<file path="src/rtl/ee_slave_cfg.svh">
// Constants for the two-wire nonvolatile memory slave.
// Assumes a 250 MHz core clock and a bus clock far slower than it.
`ifndef EE_SLAVE_CFG_SVH
`define EE_SLAVE_CFG_SVH

// ----------------------------------------------------------------
// Geometry
// ----------------------------------------------------------------
`define EE_ADDR_W      9
`define EE_DEPTH       512
`define EE_PAGE_BYTES  16

// ----------------------------------------------------------------
// Select byte layout
// ----------------------------------------------------------------
`define EE_SEL_CODE    6'h28
`define EE_SEL_HI      7
`define EE_SEL_LO      2
`define EE_SEL_MSB_BIT 1
`define EE_SEL_DIR_BIT 0

// ----------------------------------------------------------------
// Timing
// ----------------------------------------------------------------
`define EE_CLK_PERIOD_NS 4
`define EE_PROG_TIME_NS  1000
`define EE_PROG_CYCLES   ((`EE_PROG_TIME_NS + `EE_CLK_PERIOD_NS - 1) / `EE_CLK_PERIOD_NS)

`endif

</file>
<file path="src/rtl/ee_slave_pkg.sv">
// Types shared by the two-wire memory slave files.
// Assumes nothing of its surroundings.
`default_nettype none

package ee_slave_pkg;

   // ----------------------------------------------------------------
   // Protocol phases, one-hot
   // ----------------------------------------------------------------
   typedef enum logic [4:0] {
      ST_IDLE = 5'h01,
      ST_SEL  = 5'h02,
      ST_ADDR = 5'h04,
      ST_WR   = 5'h08,
      ST_RD   = 5'h10
   } state_t;

endpackage : ee_slave_pkg

`default_nettype wire

</file>
<file path="src/rtl/two_wire_eeprom_slave.sv">
// Slave protocol engine of a 512-byte two-wire nonvolatile memory.
// Assumes the bus pins are asynchronous and far slower than CLK.
// What this block does
// Data edge with clock high is start/stop
// Select byte: code, address high bit, direction
// Acknowledge holds data low on ninth clock
// Not-acknowledge releases data on ninth clock
// Start always resets protocol state
// Accept up to sixteen write bytes
// Write: select, address byte loads counter
// Write bytes bump low four address bits
// Extra write bytes wrap within page
// Stop after write starts programming
// No select acknowledge while programming
// Reads return any number of bytes
// Counter holds last address plus one
// Current read sends counter byte, increments
// Master ack continues, nack ends read
// After top address, counter rolls over to 0x000
// Selective read: address then reselect
// Sequential read wraps past top address
// Ignore transaction on wrong select code
`default_nettype none
`include "ee_slave_cfg.svh"

module two_wire_eeprom_slave (
   input  wire logic  CLK,
   input  wire logic  RESET,
   input  wire logic  SCL_I,
   input  wire logic  SDA_I,
   output logic       SDA_O,
   output logic       SDA_OE,
   output logic       PROG_BUSY
);

   // ----------------------------------------------------------------
   // Pin synchronisers
   // ----------------------------------------------------------------
   logic [1:0] scl_sync;
   logic [1:0] sda_sync;
   logic       scl_s;
   logic       sda_s;
   logic       scl_d;
   logic       sda_d;

   always_ff @(posedge CLK) begin
      if (RESET) begin
         scl_sync <= 2'h3;
         sda_sync <= 2'h3;
         scl_d    <= 1'b1;
         sda_d    <= 1'b1;
      end else begin
         scl_sync <= {scl_sync[0], SCL_I};
         sda_sync <= {sda_sync[0], SDA_I};
         scl_d    <= scl_sync[1];
         sda_d    <= sda_sync[1];
      end
   end

   assign scl_s = scl_sync[1];
   assign sda_s = sda_sync[1];
   logic scl_rise;
   logic scl_fall;
   logic start_cond;
   logic stop_cond;
   assign scl_rise   = scl_s & ~scl_d;
   assign scl_fall   = ~scl_s & scl_d;
   // start stop detect
   assign start_cond = scl_s & scl_d & sda_d & ~sda_s;
   assign stop_cond  = scl_s & scl_d & ~sda_d & sda_s;

   // ----------------------------------------------------------------
   // State
   // ----------------------------------------------------------------
   ee_slave_pkg::state_t state;
   ee_slave_pkg::state_t next_state;
   logic [3:0]  bit_cnt;
   logic [3:0]  next_bit_cnt;
   logic        in_ack;
   logic        next_in_ack;
   logic [7:0]  shreg;
   logic [7:0]  next_shreg;
   logic [7:0]  tx;
   logic [7:0]  next_tx;
   logic        drive_low;
   logic        next_drive_low;
   logic        dir_rd;
   logic        next_dir_rd;
   logic        master_ack;
   logic        next_master_ack;
   logic        addr_msb;
   logic        next_addr_msb;
   logic [7:0]  addr_cnt;
   logic [7:0]  next_addr_cnt;
   logic [7:0]  page_buf [0:`EE_PAGE_BYTES-1];
   logic [7:0]  next_page_buf [0:`EE_PAGE_BYTES-1];
   logic [`EE_PAGE_BYTES-1:0] page_mask;
   logic [`EE_PAGE_BYTES-1:0] next_page_mask;
   logic [4:0]  page_base;
   logic [4:0]  next_page_base;
   logic        busy;
   logic        next_busy;
   logic [4:0]  prog_idx;
   logic [4:0]  next_prog_idx;
   logic [11:0] prog_timer;
   logic [11:0] next_prog_timer;
   logic                  mem_wr_en;
   logic [`EE_ADDR_W-1:0] mem_wr_addr;
   logic [7:0]            mem_wr_data;
   logic [7:0]            mem_rd_data;
   logic [`EE_ADDR_W-1:0] full_addr;
   logic [`EE_ADDR_W-1:0] full_addr_inc;
   logic                  sel_match;
   assign full_addr     = {addr_msb, addr_cnt};
   assign full_addr_inc = full_addr + 9'h001;
   assign sel_match     = (shreg[`EE_SEL_HI:`EE_SEL_LO] == `EE_SEL_CODE);
   // Read port follows the counter, so data is ready long before a load
   ee_mem_array u_mem (
      .clk     (CLK),
      .wr_en   (mem_wr_en),
      .wr_addr (mem_wr_addr),
      .wr_data (mem_wr_data),
      .rd_addr (full_addr),
      .rd_data (mem_rd_data)
   );

   // ----------------------------------------------------------------
   // Next-value logic
   // ----------------------------------------------------------------
   always_comb begin
      next_state      = state;
      next_bit_cnt    = bit_cnt;
      next_in_ack     = in_ack;
      next_shreg      = shreg;
      next_tx         = tx;
      next_drive_low  = drive_low;
      next_dir_rd     = dir_rd;
      next_master_ack = master_ack;
      next_addr_msb   = addr_msb;
      next_addr_cnt   = addr_cnt;
      next_page_buf   = page_buf;
      next_page_mask  = page_mask;
      next_page_base  = page_base;
      next_busy       = busy;
      next_prog_idx   = prog_idx;
      next_prog_timer = prog_timer;
      mem_wr_en       = 1'b0;
      mem_wr_addr     = {page_base, prog_idx[3:0]};
      mem_wr_data     = page_buf[prog_idx[3:0]];
      // Programming: copy marked bytes, then hold busy for the cell time
      if (busy) begin
         if (!prog_idx[4]) begin
            mem_wr_en     = page_mask[prog_idx[3:0]];
            next_prog_idx = prog_idx + 5'h01;
         end else if (prog_timer != 12'h000) begin
            next_prog_timer = prog_timer - 12'h001;
         end else begin
            next_busy      = 1'b0;
            next_page_mask = '0;
         end
      end
      if (start_cond) begin
         // start resets protocol
         next_state     = ee_slave_pkg::ST_SEL;
         next_bit_cnt   = 4'h0;
         next_in_ack    = 1'b0;
         next_drive_low = 1'b0;
         if (!busy) begin
            next_page_mask = '0;
         end
      end else if (stop_cond) begin
         next_state     = ee_slave_pkg::ST_IDLE;
         next_drive_low = 1'b0;
         // stop starts programming
         if (state == ee_slave_pkg::ST_WR && page_mask != '0 && !busy) begin
            next_busy       = 1'b1;
            next_prog_idx   = 5'h00;
            next_prog_timer = 12'(`EE_PROG_CYCLES);
            next_page_base  = {addr_msb, addr_cnt[7:4]};
         end
      end else if (scl_rise && state != ee_slave_pkg::ST_IDLE) begin
         if (!in_ack) begin
            next_shreg   = {shreg[6:0], sda_s};
            next_bit_cnt = bit_cnt + 4'h1;
         end else if (state == ee_slave_pkg::ST_RD) begin
            next_master_ack = ~sda_s;
         end
      end else if (scl_fall && state != ee_slave_pkg::ST_IDLE) begin
         if (!in_ack && bit_cnt == 4'h8) begin
            next_in_ack = 1'b1;
            unique case (state)
               ee_slave_pkg::ST_SEL: begin
                  // refuse when busy or foreign code
                  if (sel_match && !busy) begin
                     next_drive_low = 1'b1;
                     // high address bit and direction
                     next_addr_msb  = shreg[`EE_SEL_MSB_BIT];
                     next_dir_rd    = shreg[`EE_SEL_DIR_BIT];
                  end else begin
                     next_drive_low = 1'b0;
                     next_state     = ee_slave_pkg::ST_IDLE;
                  end
               end
               ee_slave_pkg::ST_ADDR: begin
                  // load address counter
                  next_addr_cnt  = shreg;
                  next_drive_low = 1'b1;
               end
               ee_slave_pkg::ST_WR: begin
                  // buffer byte, wrap in page
                  next_page_buf[addr_cnt[3:0]]  = shreg;
                  next_page_mask[addr_cnt[3:0]] = 1'b1;
                  next_addr_cnt  = {addr_cnt[7:4], addr_cnt[3:0] + 4'h1};
                  next_drive_low = 1'b1;
               end
               // Transmit byte done; master owns the slot
               default: next_drive_low = 1'b0;
            endcase
         end else if (in_ack) begin
            // acknowledge slot ends
            next_in_ack    = 1'b0;
            next_bit_cnt   = 4'h0;
            next_drive_low = 1'b0;
            unique case (state)
               ee_slave_pkg::ST_SEL: begin
                  if (dir_rd) begin
                     // send counter byte, step 9 bits
                     next_state     = ee_slave_pkg::ST_RD;
                     next_tx        = mem_rd_data;
                     next_drive_low = ~mem_rd_data[7];
                     {next_addr_msb, next_addr_cnt} = full_addr_inc;
                  end else begin
                     next_state = ee_slave_pkg::ST_ADDR;
                  end
               end
               ee_slave_pkg::ST_ADDR, ee_slave_pkg::ST_WR: next_state = ee_slave_pkg::ST_WR;
               default: begin
                  // continue on ack, release on nack
                  if (master_ack) begin
                     next_tx        = mem_rd_data;
                     next_drive_low = ~mem_rd_data[7];
                     {next_addr_msb, next_addr_cnt} = full_addr_inc;
                  end else begin
                     next_state = ee_slave_pkg::ST_IDLE;
                  end
               end
            endcase
         end else if (state == ee_slave_pkg::ST_RD) begin
            next_tx        = {tx[6:0], 1'b0};
            next_drive_low = ~tx[6];
         end
      end
   end

   // ----------------------------------------------------------------
   // Registers
   // ----------------------------------------------------------------
   always_ff @(posedge CLK) begin
      if (RESET) begin
         state      <= ee_slave_pkg::ST_IDLE;
         bit_cnt    <= 4'h0;
         in_ack     <= 1'b0;
         shreg      <= 8'h00;
         tx         <= 8'h00;
         drive_low  <= 1'b0;
         dir_rd     <= 1'b0;
         master_ack <= 1'b0;
         addr_msb   <= 1'b0;
         addr_cnt   <= 8'h00;
         page_mask  <= '0;
         page_base  <= 5'h00;
         busy       <= 1'b0;
         prog_idx   <= 5'h00;
         prog_timer <= 12'h000;
      end else begin
         state      <= next_state;
         bit_cnt    <= next_bit_cnt;
         in_ack     <= next_in_ack;
         shreg      <= next_shreg;
         tx         <= next_tx;
         drive_low  <= next_drive_low;
         dir_rd     <= next_dir_rd;
         master_ack <= next_master_ack;
         addr_msb   <= next_addr_msb;
         addr_cnt   <= next_addr_cnt;
         page_mask  <= next_page_mask;
         page_base  <= next_page_base;
         busy       <= next_busy;
         prog_idx   <= next_prog_idx;
         prog_timer <= next_prog_timer;
         page_buf   <= next_page_buf;
      end
   end

   assign SDA_O     = 1'b0;
   assign SDA_OE    = drive_low;
   assign PROG_BUSY = busy;

   // ----------------------------------------------------------------
   // Checks
   // ----------------------------------------------------------------
   // A clock fall excludes start and stop, which need the clock high
   chk_nack_when_busy: assert property (@(posedge CLK) disable iff (RESET)
      (scl_fall && !in_ack && bit_cnt == 4'h8 && state == ee_slave_pkg::ST_SEL && busy)
      |=> (!SDA_OE && state == ee_slave_pkg::ST_IDLE)) else $error("select acked while busy");
   chk_foreign_code: assert property (@(posedge CLK) disable iff (RESET)
      (scl_fall && !in_ack && bit_cnt == 4'h8 && state == ee_slave_pkg::ST_SEL && !sel_match)
      |=> (!SDA_OE && state == ee_slave_pkg::ST_IDLE)) else $error("foreign code acked");
   chk_addr_load: assert property (@(posedge CLK) disable iff (RESET)
      (scl_fall && !in_ack && bit_cnt == 4'h8 && state == ee_slave_pkg::ST_ADDR)
      |=> (SDA_OE && addr_cnt == $past(shreg))) else $error("address byte not taken");
   chk_page_wrap: assert property (@(posedge CLK) disable iff (RESET)
      (scl_fall && !in_ack && bit_cnt == 4'h8 && state == ee_slave_pkg::ST_WR)
      |=> (addr_cnt[7:4] == $past(addr_cnt[7:4]) && SDA_OE
           && addr_cnt[3:0] == $past(addr_cnt[3:0]) + 4'h1))
      else $error("write address step wrong");
   chk_stop_programs: assert property (@(posedge CLK) disable iff (RESET)
      (stop_cond && state == ee_slave_pkg::ST_WR && page_mask != '0 && !busy)
      |=> busy ##1 (busy && prog_idx == 5'h01)) else $error("programming did not start");
   chk_start_resets: assert property (@(posedge CLK) disable iff (RESET)
      start_cond |=> (state == ee_slave_pkg::ST_SEL && bit_cnt == 4'h0 && !SDA_OE && !in_ack))
      else $error("start did not reset protocol state");
   chk_read_step: assert property (@(posedge CLK) disable iff (RESET)
      (scl_fall && in_ack && ((state == ee_slave_pkg::ST_SEL && dir_rd)
       || (state == ee_slave_pkg::ST_RD && master_ack)))
      |=> (full_addr == $past(full_addr_inc) && tx == $past(mem_rd_data)))
      else $error("read load or counter step wrong");
   chk_nack_release: assert property (@(posedge CLK) disable iff (RESET)
      (scl_fall && in_ack && state == ee_slave_pkg::ST_RD && !master_ack)
      |=> (!SDA_OE && state == ee_slave_pkg::ST_IDLE)) else $error("bus held after nack");
   chk_edge_scl_low: assert property (@(posedge CLK) disable iff (RESET)
      ($changed(SDA_OE) && !$past(start_cond) && !$past(stop_cond)) |-> !$past(scl_s))
      else $error("data driven change while clock high");

endmodule // two_wire_eeprom_slave

`default_nettype wire

</file>
<file path="src/rtl/ee_mem_array.sv">
// Byte array of the nonvolatile store, one write and one read port.
// Assumes one clock; read data appear one edge after the address.
`default_nettype none
`include "ee_slave_cfg.svh"

module ee_mem_array (
   input  wire logic                    clk,
   input  wire logic                    wr_en,
   input  wire logic [`EE_ADDR_W-1:0]   wr_addr,
   input  wire logic [7:0]              wr_data,
   input  wire logic [`EE_ADDR_W-1:0]   rd_addr,
   output logic      [7:0]              rd_data
);

   logic [7:0] store [0:`EE_DEPTH-1];

   always_ff @(posedge clk) begin
      if (wr_en) begin
         store[wr_addr] <= wr_data;
      end
      rd_data <= store[rd_addr];
   end

endmodule // ee_mem_array

`default_nettype wire

</file>
<file path="config.mk">
export PLATFORM = sky130hd
export DESIGN_NAME = two_wire_eeprom_slave
export DESIGN_NICKNAME = d
export VERILOG_FILES = /design/src/rtl/ee_slave_pkg.sv /design/src/rtl/two_wire_eeprom_slave.sv /design/src/rtl/ee_mem_array.sv
export VERILOG_INCLUDE_DIRS = /design/src /design/src/rtl
export SDC_FILE = /design/constraint.sdc
export NUM_CORES = 2
export LEC_CHECK = 0
export BUFFER_PORTS_ARGS = -buffer_cell sky130_fd_sc_hd__buf_4
export CORE_MARGIN = 2
export CORE_UTILIZATION = 25
export CTS_BUF_LIST = sky130_fd_sc_hd__clkbuf_2
export DETAILED_ROUTE_END_ITERATION = 7
export PLACE_DENSITY = 0.42
export SKIP_CTS_REPAIR_TIMING = 1
export SLEW_MARGIN = 0
export SYNTH_ARGS = -nofsm -noshare
export SYNTH_HDL_FRONTEND = slang
export SYNTH_SLANG_ARGS = --single-unit
</file>
<file path="constraint.sdc">
create_clock -name CLK -period 9.67 [get_ports CLK]
set_clock_uncertainty 0.05 [all_clocks]
set_input_delay 1.4505 -clock CLK [delete_from_list [all_inputs] [get_ports CLK]]
set_output_delay 1.4505 -clock CLK [all_outputs]
set_load 0.01 [all_outputs]
</file>
* Word-level counts from Yosys, hierarchy flattened
Memory sizes are Yosys's and may differ from the RTL's. A register that Yosys moved wholly into a read port is not among the register bits.
Index checks and enable logic that the tools add are counted.
** Cells by class
- Multiplexer cells :: 84
- Reduce and logical (&&, ||, !) cells :: 38
- $lt $le $gt $ge :: 6
- Bitwise gates (word level) :: 22
- Equal/unequal tests :: 25
- Add/sub/neg operators :: 5
** Operators by type and width (count)
- 2-to-1 mux 16 bit :: 10
- bitwise mux 128 bit :: 1
- 2-to-1 mux 12 bit :: 6
- 2-to-1 mux 8 bit :: 7
- 2-to-1 mux 5 bit :: 11
- binary-select mux 8 bit (select 4 bit) :: 1
- demux 8 bit (select 4 bit) :: 1
- case mux 8 bit (2 select lines) :: 2
- 2-to-1 mux 7 bit :: 4
- 2-to-1 mux 1 bit :: 25
- 2-to-1 mux 4 bit :: 5
- AND reduction 10 bit :: 2
- AND reduction 9 bit :: 2
- OR 16 bit :: 1
- nonzero test 16 bit :: 1
- case mux 7 bit (2 select lines) :: 1
- AND reduction 7 bit :: 2
- NOT 1 bit :: 12
- AND reduction 6 bit :: 2
- nonzero test 12 bit :: 1
- subtractor 12 x 1 -> 12 bit, second input constant :: 1
- greater-or-equal comparator 5 bit, second input constant :: 2
- < comparator 4 x 5 -> 1 bit, second input constant :: 2
- inequality test 2 bit, second input constant :: 5
- other kinds (36) :: 73
** Word-level totals
- Output and inout port bits :: 3
- Word-level logic and storage cells :: 218
- Memories :: 1
- Register bits after elaboration :: 210
- Bits in writable memories :: 4096
** Memory list
- u_mem.store :: depth 512, width 8, read ports 1, clocked after memory_dff 1, wr ports 1, RTL line ee_mem_array.sv:15 : logic [7:0] store [0:`EE_DEPTH-1];

* Longest topological paths before layout
- Word-level depth :: 11
- Mapped depth :: 13
- Gate-level depth less buffers :: 9

* By module
A second synthesis with hierarchy kept.
** Unflattened totals
- Cell total of the unflattened synthesis :: 8685
- Area total of the unflattened synthesis :: 168919.5 µm²
** Modules (own cells, without submodules)
- ee_mem_array :: area an instance 159927.1 µm², cells an instance 8030, times used 1, seq. area each 123158.1 µm²
- two_wire_eeprom_slave :: area an instance 8992.4 µm², cells an instance 655, times used 1, seq. area each 5485.3 µm²

* Worst setup path before layout
OpenSTA, ideal clock, no wires.
- Kind :: register to register
- Start point :: register prog_idx[0]
- End point :: memory u_mem.store[0][7], data pin
- Data required time :: 8717 ps
- Slack :: 3661 ps
- Cell stages (with the launch flop) :: 5
- Path buffers :: 2
- Library setup time :: 903 ps
- Arrival time :: 5056 ps
- Cell sequence :: dfxtp_1 buf_4 buf_1 mux4_2 mux4_2
** Between the ends
- Word-level cells in the longest chain between the ends :: 4
** Ends and longest elaborated chain
- start, declared :: RTL line two_wire_eeprom_slave.sv:103 : logic [4:0] prog_idx;
- start signal, assigned :: RTL line two_wire_eeprom_slave.sv:289 : prog_idx <= next_prog_idx;
- NOT 4 -> 5 bit (not written as such) :: RTL line two_wire_eeprom_slave.sv:149 : mem_wr_data = page_buf[prog_idx[3:0]];
- binary-select mux 8 bit (select 4 bit) :: RTL line two_wire_eeprom_slave.sv:149
- 2-to-1 mux 8 bit (not written as such) (2 in series) :: RTL line two_wire_eeprom_slave.sv:149
- via mem_wr_data[7] :: RTL line two_wire_eeprom_slave.sv:109 : logic [7:0] mem_wr_data;
- end, declared :: RTL line ee_mem_array.sv:15
The timed path passes the listed nets, and every way through them passes these cells. The select of a mux whose other input is x is not followed.

==> results_dict.tcl <==
set metrics [dict create \
    drt-total-wl_mm 537.1 \
    ir_drop_mv 0.08557 \
    io_buffers 5 \
    final_common_cell "edfxtp_1" \
    area_delta_synth_final_pct 12.49 \
    tritoncts "built" \
    ioPinCount 7 \
    placeableCoreArea_um2 667800 \
    yosysSeqAreaShare_pct 76.74 \
    nNetsFinal 9060 \
    finalSetupViolCount 0 \
    die_area_um2 677100 \
    r2r_end "u_mem.rd_data[3]$_DFF_P_" \
    drive_gt1_share_pct 31.73 \
    hold_end "scl_sync[1]$_SDFF_PP1_" \
    vias 88450 \
    finalCritPeriodShare_pct 56.88 \
    globalRouteOverflowTotal 0 \
    drtAntennaViolNets 0 \
    fin_ws_ns 4.170 \
    reg2reg_depth 9 \
    hold_path.class "reg -> reg" \
    holdWs_ns 0.3850 \
    dr.pass1.iters 5 \
    crit_arrival_ns 7.55 \
    setup_tns_ns 0 \
    synth_edf_count 4224 \
    die_h_um 822.9 \
    synth_top_area_share_pct 75.66 \
    cts_buffers 1209 \
    start_kind "flip-flop" \
    holdPathStages 1 \
    grt_use_total_pct 15.50 \
    crit_chain "buf_4, buf_4, mux4_2, mux4_2, a211oi_1, buf_4, o31ai_1, a2111oi_0, a41oi_1" \
    synth_area_leaders "edfxtp_1, mux4_2, mux2i_1" \
    syn-num-nets 8091 \
    leakage_nw 57.46 \
    critical_path.endpoint_type "flip-flop" \
    grt_pass1_wl_mm 736.8 \
    rsz0062_at_grt "no" \
    drc_errors 0 \
    period_minus_slack_ns 5.500 \
    worst_pin_slew_ns 1.445 \
    htreeDepth 7 \
    synth_top_area_cell "edfxtp_1" \
    grt_max_degree 192 \
    grt_pass1_vias 91240 \
    rows 300 \
    worst_path_most_repeated_cell "buf_4" \
    cp_num_buf_inv 3 \
    final_cell_mix "edfxtp_1, clkbuf_2, mux4_2" \
    synthFlopType "edfxtp_1" \
    hpwlAfterDp_mm 319.5 \
    hold_start "scl_sync[0]$_SDFF_PP1_" \
    synth_area_per_cell_um2 20.76 \
    async_reset_ff_share_pct 0 \
    slew_headroom_pct 3.645 \
    cp_max_fo 30 \
    wl_per_cell_um 28.67 \
    n_fill_cell 66290 \
    cts_sinks 4314 \
    ys_ff_latch 4314 \
    cp_slowest_cell "a211oi_1" \
    syn-instance-count 8075 \
    antenna_found_initial 54 \
    ys_warn_count 0 \
    syn-cell-area_um2 167600 \
    initial_core_util_pct 25.11 \
    worstPathRequired_ns 11.72 \
    dr.first_iter.drc_count 9439 \
    cts.path.max_buffers 5 \
    max-cap-violations 0 \
    pre_cts_ws_ns 4.130 \
    fmax_ghz 0.1818 \
    clk_transition_reported_paths_ns 0.11 \
    cts-root-buf "clkbuf_2" \
    ys_types 75 \
    crit_type "reg -> reg" \
    r2r_slack_ns 4.17 \
    power.density_nw_per_um2 173.7 \
    gp_congestion 0.7933 \
    hold_viol_final 0 \
    finalMaxSlewViolations 0 \
    die-width_um 822.9 \
    fin_util_pct 28.24 \
    cp_top_family "compound AO/OA/AOI/OAI gates" \
    slowest_delay_ns 1.01 \
    status "complete, no violations" \
    rr_startpoint "addr_cnt[0]$_SDFFE_PP0P_" \
    clk_latency_ns 2.32 \
    viasPerCell 4.721 \
]
==> synth_stat cells (15+ instances only) <==
library cell	number
edfxtp_1	4224
mux4_2	986
nor2_1	657
mux2i_1	378
nand2_1	265
clkbuf_1	198
buf_2	134
a21oi_1	109
o221ai_1	92
dfxtp_1	90
o22ai_1	74
o21ai_0	73
buf_6	64
buf_4	61
a22oi_1	60
nand3_1	57
a211oi_1	56
nor3_1	44
a221oi_1	43
buf_1	43
a21o_1	20
a31oi_1	20
nor2b_1	20
a32oi_1	15
inv_1	15
nand2b_1	15
==> where the power goes <==
group | total [mW] | internal (mW) | switching, mW
Sequential | 20.2 | 20.2 | 0.00231
Combinational | 0.0201 | 0.00673 | 0.0134
Clock | 12.6 | 4.93 | 7.63
==> state kept, by name, summed over array words and instances, names as in the netlist, 7 cells and up <==
name           count
addr_cnt           8
page_buf         128
page_mask         16
prog_timer        12
shreg              8
tx                 7
u_mem.rd_data      8
u_mem.store     4096
==> final cells by class <==
class / count / area, um^2 / area share (%)
sequential: 4314 / 128700 / 68.23
multi-input combinational: 3244 / 36470 / 19.34
tap: 8909 / 11150 / 5.911
clock buffer: 1718 / 8598 / 4.559
timing repair buffer: 259 / 2342 / 1.242
clock inverter: 245 / 1210 / 0.6416
inverter: 16 / 75.07 / 0.03981
antenna: 29 / 72.57 / 0.03848
==> worst max-delay path by stage <==
stage,start,endpoint,slack [ns],cells past startpoint
5_1_grt,addr_cnt[0]$_SDFFE_PP0P_,u_mem.rd_data[3]$_DFF_P_,4.09,9
4_1_cts,addr_cnt[0]$_SDFFE_PP0P_,u_mem.rd_data[5]$_DFF_P_,4.07,8
3_3_place_gp,addr_cnt[0]$_SDFFE_PP0P_,u_mem.rd_data[6]$_DFF_P_,3.02,8
2_1_floorplan,prog_idx[0]$_SDFF_PP0_,u_mem.store[0][7]$_DFFE_PP_,3.66,4
6_report,addr_cnt[0]$_SDFFE_PP0P_,u_mem.rd_data[3]$_DFF_P_,4.17,9
3_5_place_dp,addr_cnt[0]$_SDFFE_PP0P_,u_mem.rd_data[5]$_DFF_P_,4.13,8
==> kinds of logic (layout without fill, tap and decap cells) <==
kind of cell / Yosys count / count (layout) / share of synthesized area [%]
xor+xnor: 18 / 18 / 0.09404
mux: 1374 / 1374 / 15.57
fa+ha+maj: 12 / 12 / 0.08956
other cells: 1 / 30 / 0.002237
simple gates: 1158 / 1158 / 2.907
buf+inv: 517 / 2238 / 1.690
flops: 4314 / 4314 / 76.74
compound gates: 681 / 681 / 2.911
==> routing by layer <==
metal	share of wire, %	vias up	routed length [um]	global-route usage (%)
li1	-	36160	-	-
met1	43	47420	232900	21.10
met2	47	3867	253800	24.57
met3	6.6	997	35540	3.271
met4	2.8	2	14950	5.427
met5	0.0024	-	13	0
==> through the flow <==
| step | power (mW) | instance area [um^2] | instances |
|---|---|---|---|
| finish | 32.75 | 188600 | 18730 |
| detailed placement | 20.61 | 178600 | 16730 |
| global placement | 20.61 | 178600 | 16730 |
| floorplan | 20.61 | 167600 | 8075 |
| CTS | 33.24 | 188400 | 18700 |
| global route | 34.14 | 188600 | 18730 |
(Power assumes the default switching activity.)
